$ cat config.mk
export PLATFORM = sky130hd
export DESIGN_NAME = phy_specific_config_bits
export DESIGN_NICKNAME = d
export VERILOG_FILES = /design/src/logic/phy_cfg_pkg.sv /design/src/logic/phy_specific_config_bits.sv /design/src/logic/sm_reset_sequencer.sv
export SDC_FILE = /design/constraint.sdc
export NUM_CORES = 1
export LEC_CHECK = 0
export BUFFER_PORTS_ARGS = -buffer_cell sky130_fd_sc_hd__buf_4
export CAP_MARGIN = 20
export CORE_MARGIN = 5
export CORE_UTILIZATION = 50
export DETAILED_ROUTE_END_ITERATION = 6
export GPL_ROUTABILITY_DRIVEN = 0
export PLACE_DENSITY = 0.79
export SKIP_LAST_GASP = 1
export SYNTH_ARGS = -nofsm -noshare
export SYNTH_HDL_FRONTEND = slang
export SYNTH_SLANG_ARGS = --single-unit
export TNS_END_PERCENT = 10
$ cat constraint.sdc
create_clock -name ref_clk -period 2.6 [get_ports ref_clk]
set_input_delay 0.26 -clock ref_clk [delete_from_list [all_inputs] [get_ports ref_clk]]
set_output_delay 0.26 -clock ref_clk [all_outputs]
set_load 0.005 [all_outputs]
$ cat src/logic/phy_cfg_pkg.sv
// constants for the vendor-specific configuration bits of a 10/100 phy
// assumes a 100 MHz ref_clk and a 5-bit management register address
package phy_cfg_pkg;

  // register map
  localparam logic [4:0]  CFG_REG_ADDR     = 5'h10;
  localparam int          REG_W            = 16;

  // field positions inside the configuration register
  localparam int          LED_SEL_BIT      = 5;
  localparam int          LOW_PWR_EN_BIT   = 4;
  localparam int          SM_RESET_BIT     = 3;
  localparam int          PREAMBLE_SUP_BIT = 2;
  localparam int          SLEEP_BIT        = 1;
  localparam int          LOOP_OUT_BIT     = 0;

  // reset values of the fields
  localparam logic        LED_SEL_RST      = 1'b0;
  localparam logic        LOW_PWR_EN_RST   = 1'b1;
  localparam logic        SM_RESET_RST     = 1'b0;
  localparam logic        PREAMBLE_SUP_RST = 1'b1;
  localparam logic        SLEEP_RST        = 1'b0;
  localparam logic        LOOP_OUT_RST     = 1'b0;

  // timing
  localparam int          CLK_PERIOD_NS    = 10;
  localparam int          SM_RESET_TIME_NS = 100;
  localparam int          LOW_PWR_IDLE_NS  = 10000;
  localparam int          SM_RESET_CYCLES  =
    (SM_RESET_TIME_NS + CLK_PERIOD_NS - 1) / CLK_PERIOD_NS;
  localparam int          LOW_PWR_IDLE_CYCLES =
    (LOW_PWR_IDLE_NS + CLK_PERIOD_NS - 1) / CLK_PERIOD_NS;

  // receive nibble width on the mii side
  localparam int          RX_DATA_W        = 4;

endpackage

$ cat src/logic/phy_specific_config_bits.sv
// lower bits of the phy-specific configuration register and the logic
// they steer: duplex led select, automatic low power, state machine
// reset, preamble suppression, sleep and remote loop-out.
// assumes a management master on a plain address/strobe port, all
// inputs synchronous to ref_clk.
`timescale 1ns/1ps
module phy_specific_config_bits #(
  parameter int IDLE_CYCLES  = phy_cfg_pkg::LOW_PWR_IDLE_CYCLES,
  parameter int RESET_CYCLES = phy_cfg_pkg::SM_RESET_CYCLES,
  parameter int DATA_W       = phy_cfg_pkg::RX_DATA_W
) (
  input  wire logic              ref_clk,
  input  wire logic              rst,
  input  wire logic [4:0]        reg_addr,
  input  wire logic [15:0]       reg_wdata,
  input  wire logic              reg_wr,
  input  wire logic              reg_rd,
  output logic      [15:0]       reg_rdata,
  input  wire logic              full_duplex,
  input  wire logic              collision,
  input  wire logic              line_energy_detect,
  input  wire logic [DATA_W-1:0] rx_data,
  input  wire logic              rx_valid,
  output logic                   duplex_collision_led_output,
  output logic                   reduced_power_active,
  output logic                   mgmt_preamble_suppress,
  output logic                   sleep_power_down,
  output logic                   state_machine_reset,
  output logic                   remote_loop_out,
  output logic      [DATA_W-1:0] loop_tx_data,
  output logic                   loop_tx_valid,
  output logic      [DATA_W-1:0] mac_rx_data,
  output logic                   mac_rx_valid
);

  localparam int CW = $clog2(IDLE_CYCLES + 1);

  generate
    if (IDLE_CYCLES < 2 || RESET_CYCLES < 1 || DATA_W < 1)
    begin : g_bad
      $error("phy_specific_config_bits: unsupported parameters");
    end
  endgenerate

  typedef enum logic [1:0] {
    LP_RUN,
    LP_WAIT,
    LP_LOW
  } lp_state_t;

  typedef struct packed {
    logic              led_sel;
    logic              low_pwr_en;
    logic              sm_reset;
    logic              preamble_sup;
    logic              sleep;
    logic              loop_out;
    lp_state_t         lp_state;
    logic [CW-1:0]     idle_cnt;
    logic [15:0]       rdata;
    logic              led;
    logic              low_pwr;
    logic [DATA_W-1:0] loop_data;
    logic              loop_valid;
    logic [DATA_W-1:0] mac_data;
    logic              mac_valid;
  } cfg_state_t;

  cfg_state_t s_q;
  cfg_state_t s_d;

  logic seq_start;
  logic seq_busy;
  logic seq_done;
  logic cfg_wr;

  // register image as software reads it; upper bits read as zero
  function automatic logic [15:0] reg_image(input cfg_state_t s);
    logic [15:0] v;
    v = 16'h0000;
    v[phy_cfg_pkg::LED_SEL_BIT]      = s.led_sel;
    v[phy_cfg_pkg::LOW_PWR_EN_BIT]   = s.low_pwr_en;
    v[phy_cfg_pkg::SM_RESET_BIT]     = s.sm_reset;
    v[phy_cfg_pkg::PREAMBLE_SUP_BIT] = s.preamble_sup;
    v[phy_cfg_pkg::SLEEP_BIT]        = s.sleep;
    v[phy_cfg_pkg::LOOP_OUT_BIT]     = s.loop_out;
    return v;
  endfunction

  // address match shared by write and read decode, so both stay in step
  function automatic logic is_cfg_addr(input logic [4:0] a);
    return a == phy_cfg_pkg::CFG_REG_ADDR;
  endfunction

  // address decode of the one register this block owns
  assign cfg_wr = reg_wr && is_cfg_addr(reg_addr);

  // reset pulse on a 1 written to the reset bit, or on wake from sleep
  assign seq_start = cfg_wr &&
    (reg_wdata[phy_cfg_pkg::SM_RESET_BIT] ||
     (s_q.sleep && !reg_wdata[phy_cfg_pkg::SLEEP_BIT]));

  sm_reset_sequencer #(
    .CYCLES (RESET_CYCLES)
  ) u_seq (
    .ref_clk (ref_clk),
    .rst     (rst),
    .start   (seq_start),
    .busy    (seq_busy),
    .done    (seq_done)
  );

  // next-state logic for the whole block
  always_comb
  begin
    s_d = s_q;

    // register writes; configuration survives sleep untouched
    if (cfg_wr)
    begin
      s_d.led_sel      = reg_wdata[phy_cfg_pkg::LED_SEL_BIT];
      s_d.low_pwr_en   = reg_wdata[phy_cfg_pkg::LOW_PWR_EN_BIT];
      s_d.preamble_sup = reg_wdata[phy_cfg_pkg::PREAMBLE_SUP_BIT];
      s_d.sleep        = reg_wdata[phy_cfg_pkg::SLEEP_BIT];
      s_d.loop_out     = reg_wdata[phy_cfg_pkg::LOOP_OUT_BIT];
    end

    // self-clearing reset bit; a new request in the done cycle wins
    if (seq_done)
      s_d.sm_reset = 1'b0;
    if (cfg_wr && reg_wdata[phy_cfg_pkg::SM_RESET_BIT])
      s_d.sm_reset = 1'b1;

    // read data stands only in the cycle after the read strobe
    s_d.rdata = 16'h0000;
    if (reg_rd && is_cfg_addr(reg_addr))
      s_d.rdata = reg_image(s_q);

    // led select; dark while asleep since the driver is powered down
    if (s_q.sleep)
      s_d.led = 1'b0;
    else if (s_q.led_sel)
      s_d.led = full_duplex | collision;
    else
      s_d.led = full_duplex;

    // automatic low power on a quiet line, gated by its enable
    case (s_q.lp_state)
      LP_RUN:
      begin
        s_d.idle_cnt = '0;
        if (s_q.low_pwr_en && !line_energy_detect)
          s_d.lp_state = LP_WAIT;
      end
      LP_WAIT:
      begin
        if (!s_q.low_pwr_en || line_energy_detect)
          s_d.lp_state = LP_RUN;
        else if (s_q.idle_cnt == CW'(IDLE_CYCLES - 2))
          s_d.lp_state = LP_LOW;
        else
          s_d.idle_cnt = s_q.idle_cnt + CW'(1);
      end
      LP_LOW:
      begin
        if (!s_q.low_pwr_en || line_energy_detect)
          s_d.lp_state = LP_RUN;
      end
      default:
      begin
        s_d.lp_state = LP_RUN;
      end
    endcase

    // state machine reset and sleep both hold the fsm at its start
    if (seq_busy || s_q.sleep)
    begin
      s_d.lp_state = LP_RUN;
      s_d.idle_cnt = '0;
    end
    s_d.low_pwr = (s_d.lp_state == LP_LOW);

    // receive path: either looped out or handed to the mac, never both
    s_d.loop_data  = '0;
    s_d.loop_valid = 1'b0;
    s_d.mac_data   = '0;
    s_d.mac_valid  = 1'b0;
    if (!s_q.sleep && !seq_busy)
    begin
      if (s_q.loop_out)
      begin
        s_d.loop_data  = rx_data;
        s_d.loop_valid = rx_valid;
      end
      else
      begin
        s_d.mac_data  = rx_data;
        s_d.mac_valid = rx_valid;
      end
    end
  end

  // state register; only constants under reset
  always_ff @(posedge ref_clk or posedge rst)
  begin
    if (rst)
    begin
      s_q              <= '0;
      s_q.led_sel      <= phy_cfg_pkg::LED_SEL_RST;
      s_q.low_pwr_en   <= phy_cfg_pkg::LOW_PWR_EN_RST;
      s_q.sm_reset     <= phy_cfg_pkg::SM_RESET_RST;
      s_q.preamble_sup <= phy_cfg_pkg::PREAMBLE_SUP_RST;
      s_q.sleep        <= phy_cfg_pkg::SLEEP_RST;
      s_q.loop_out     <= phy_cfg_pkg::LOOP_OUT_RST;
      s_q.lp_state     <= LP_RUN;
    end
    else
    begin
      s_q <= s_d;
    end
  end

  // outputs straight from the state register; state_machine_reset comes from the sequencer's busy flag
  assign reg_rdata                   = s_q.rdata;
  assign duplex_collision_led_output = s_q.led;
  assign reduced_power_active        = s_q.low_pwr;
  assign mgmt_preamble_suppress      = s_q.preamble_sup;
  assign sleep_power_down            = s_q.sleep;
  assign state_machine_reset         = seq_busy;
  assign remote_loop_out             = s_q.loop_out;
  assign loop_tx_data                = s_q.loop_data;
  assign loop_tx_valid               = s_q.loop_valid;
  assign mac_rx_data                 = s_q.mac_data;
  assign mac_rx_valid                = s_q.mac_valid;

endmodule

$ cat src/logic/sm_reset_sequencer.sv
// timed reset pulse for the internal state machines
// assumes start is a one-cycle pulse in the ref_clk domain
`timescale 1ns/1ps
module sm_reset_sequencer #(
  parameter int CYCLES = phy_cfg_pkg::SM_RESET_CYCLES
) (
  input  wire logic ref_clk,
  input  wire logic rst,
  input  wire logic start,
  output logic      busy,
  output logic      done
);

  localparam int CW = $clog2(CYCLES + 1);

  generate
    if (CYCLES < 1)
    begin : g_bad
      $error("sm_reset_sequencer needs at least one cycle");
    end
  endgenerate

  typedef struct packed {
    logic          busy;
    logic          done;
    logic [CW-1:0] cnt;
  } seq_state_t;

  seq_state_t s_q;
  seq_state_t s_d;

  // a start while busy restarts the count, so a late request is honoured
  always_comb
  begin
    s_d = s_q;
    s_d.done = 1'b0;
    if (start)
    begin
      s_d.busy = 1'b1;
      s_d.cnt  = CW'(CYCLES - 1);
    end
    else if (s_q.busy)
    begin
      if (s_q.cnt == '0)
      begin
        s_d.busy = 1'b0;
        s_d.done = 1'b1;
      end
      else
      begin
        s_d.cnt = s_q.cnt - CW'(1);
      end
    end
  end

  // state register
  always_ff @(posedge ref_clk or posedge rst)
  begin
    if (rst)
      s_q <= '0;
    else
      s_q <= s_d;
  end

  assign busy = s_q.busy;
  assign done = s_q.done;

endmodule

==> results.toml <==
[worst_setup_path]
path_common_cell = "and4b_4"
cp.required_ns = 2.79
path_max_fanout = 7
crit_slowest_cell = "or4_1"
worstPathCellList = "inv_1, ha_1, and4b_4, and4b_4, or4_1, o31ai_1"
crit_type = "reg -> reg"
worstPathArrival_ns = 2.23
path_delay_family = "simple AND/OR/NAND/NOR gates"
worst_path_largest_cell_delay_ns = 0.55
path_buf_inv = 1
start_kind = "register"
cp-end-kind = "register"

[timing]
slew_headroom = 0.660
setup-tns-final_ns = 0
worstMarginPinSlew_ns = 0.510
setup_viol = 0
setup_ws_ns = 0.557
finalCriticalPeriod_ns = 2.04
fin_crit_sh = 0.786
hold_viol = 0
max_freq_mhz = 489
rsz0062_at_grt = "no"
finClkSkew_ns = 0.00815
drv_slew = 0

[synth]
ys_types = 42
synth.area.top_cells = "dfrtp_1, buf_4, and3_1, mux2_2, dfstp_2"
ys_ff_latch = 42
synth_largest_area_cell = "dfrtp_1"
syn_area_um2 = 2020
syn_inst = 190
synth_flop_cell = "dfrtp_1"
synth_seq_area_share = 0.522
avgSynthCellArea_um2 = 10.6
yosysWarnings = 0
synth_async_sr_flop_share = 1.00
synth_edf_count = 0
synth_top_area_share = 0.496

[finish]
area_growth_pct = 17.4
utilization = 0.601
multi_input_area_um2 = 752
post-route-cell-area_um2 = 2370
fill_cells = 312
mostFrequentLayoutCell = "buf_4"
fin_cells = 275
antenna_cells = 0
register_area_um2 = 1050
layout-drive-gt1-share = 0.307
final_cell_mix = "buf_4, dfrtp_1, nor2_1"
nets = 261

[die]
coreArea_um2 = 3940
initial_core_util = 0.512
die_w_um = 73.5
pin_count = 65
die_h_um = 73.5
rows = 23
die_area_um2 = 5400

[placement]
portBuffers = 44
dp_slack_ns = 0.582
dp_hpwl_um = 2840
place_inst = 267
postPlaceCellArea_um2 = 2260

[pwr]
leakage_uw = 0.00118
power_density_nw_per_um2 = 718
vdd_drop_max_mv = 0.375

[clocking]
cts.sinks = 42
htreeDepth = 2
cts.clk_slew.worst_paths_ns = 0.08
post_cts_buffers = 0
clk_latency_ns = 0.29
cts_tree = "yes"
cts_buffer_depth = 2
cts_resized = 0
root_buffer = "clkbuf_8"
holdBufCountCts = 0
numCtsBuffers = 5

[detailed_routing]
ant_nets = 0
vias = 1435
wl_per_cell_um = 14.4
drt-initial-drc-count = 56
routed_wl_um = 3950
drc = 0
avgViaCountPerCell = 5.22
drt_pre_antenna_iters = 4

[grt]
track_usage = 0.158
grt_pass1_wl_um = 6530
antenna_found_initial = 0
grt_max_degree = 43
gr-total-overflow = 0
grt_pass1_vias = 1411

[hold_path]
hold_path_class = "in -> async"

[outcome]
status = "complete, no violations"

[job]
cap_violations = 0
## flip-flops by register name, summed over array words and instances (netlist names)
register                     cells
remote_loop_out                  1
loop_tx_data                     4
duplex_collision_led_output      1
u_seq.done                       1
mac_rx_data                      4
u_seq.busy                       1
u_seq.s_q                        4
loop_tx_valid                    1
mac_rx_valid                     1
reduced_power_active             1
reg_rdata                        6
mgmt_preamble_suppress           1
s_q                             15
sleep_power_down                 1
## where the power goes
group | switching, uW | internal, uW
clock network | 214 | 287
registers | 72.5 | 753
logic | 186 | 186
total | 473 | 1230
## metal layers
layer  GRT usage  part of all wire  up-vias
li1            -                 -      696
met1       0.188              0.39      684
met2       0.269              0.52       49
met3      0.0424             0.076        6
met4      0.0644             0.014        0
met5           0                 0        -
## kinds of logic (layout without fill, tap and decap cells)
logic type      count (synthesis)  count (layout)  share of synthesized area
mux                             5               5                     0.0279
flops                          42              42                      0.522
fa+ha+maj                       4               4                     0.0248
simple gates                   65              65                      0.188
buf+inv                        41              67                      0.122
other cells                     1              10                    0.00186
xor+xnor                        3               3                     0.0130
compound gates                 29              29                      0.101
## stage by stage
| stage | hold slack [ns] | total power (uW) |
|---|---|---|
| 2_1_floorplan | 0.387 | 1080 |
| 3_3_place_gp | 0.414 | 1190 |
| 3_5_place_dp | 0.423 | 1210 |
| 4_1_cts | 0.109 | 1710 |
| 5_1_grt | 0.159 | 1800 |
| 6_report | 0.0899 | 1700 |
## worst reg2reg max path, delay by kind of cell (launching register included)
kind | cells | cell delay [ns]
compound gates | 1 | 0.28
fa+ha+maj | 1 | 0.20
buf+inv | 1 | 0.06
flops | 1 | 0.43
simple gates | 3 | 0.97
## final cells by class
type | count | share of cell area
clock buffers | 7 | 0.0322
multi-input cells | 116 | 0.317
flip-flops and latches | 42 | 0.445
inverters | 13 | 0.0206
repair buffers | 46 | 0.146
clock inverters | 1 | 0.0127
well taps | 50 | 0.0264
## synth_stat cells (2+ instances only)
| master | n |
|---|---|
| and4_1 | 2 |
| nor2_1 | 14 |
| or4_1 | 3 |
| o21ai_0 | 5 |
| and4b_4 | 2 |
| a21oi_1 | 8 |
| or2_2 | 2 |
| buf_4 | 24 |
| nand2b_1 | 3 |
| nand2_1 | 7 |
| dfstp_2 | 2 |
| nand3_1 | 6 |
| nor3_1 | 4 |
| mux2_2 | 5 |
| clkbuf_1 | 3 |
| and3_1 | 11 |
| nand4_1 | 3 |
| inv_1 | 13 |
| dfrtp_1 | 40 |
| ha_1 | 4 |
| o211ai_1 | 3 |
| o31ai_1 | 4 |
| xor2_1 | 2 |
| o311ai_0 | 2 |
## final timing paths
kind | to | slack, ns | from | cells past startpoint
worst max-delay path | s_q[31] | 0.56 | s_q[28] | 6
worst min-delay path | reg_rdata[2] | 0.09 | rst | 3
worst max register to register | s_q[31] | 0.56 | s_q[28] | 6
worst min register to register | s_q[43] | 0.44 | u_seq.done | 1
max in group asynchronous | mgmt_preamble_suppress | 2.15 | rst | 3
min in group ref_clk | duplex_collision_led_output | 0.19 | full_duplex | 3
Note: power is estimated with default switching activity, not from simulation.
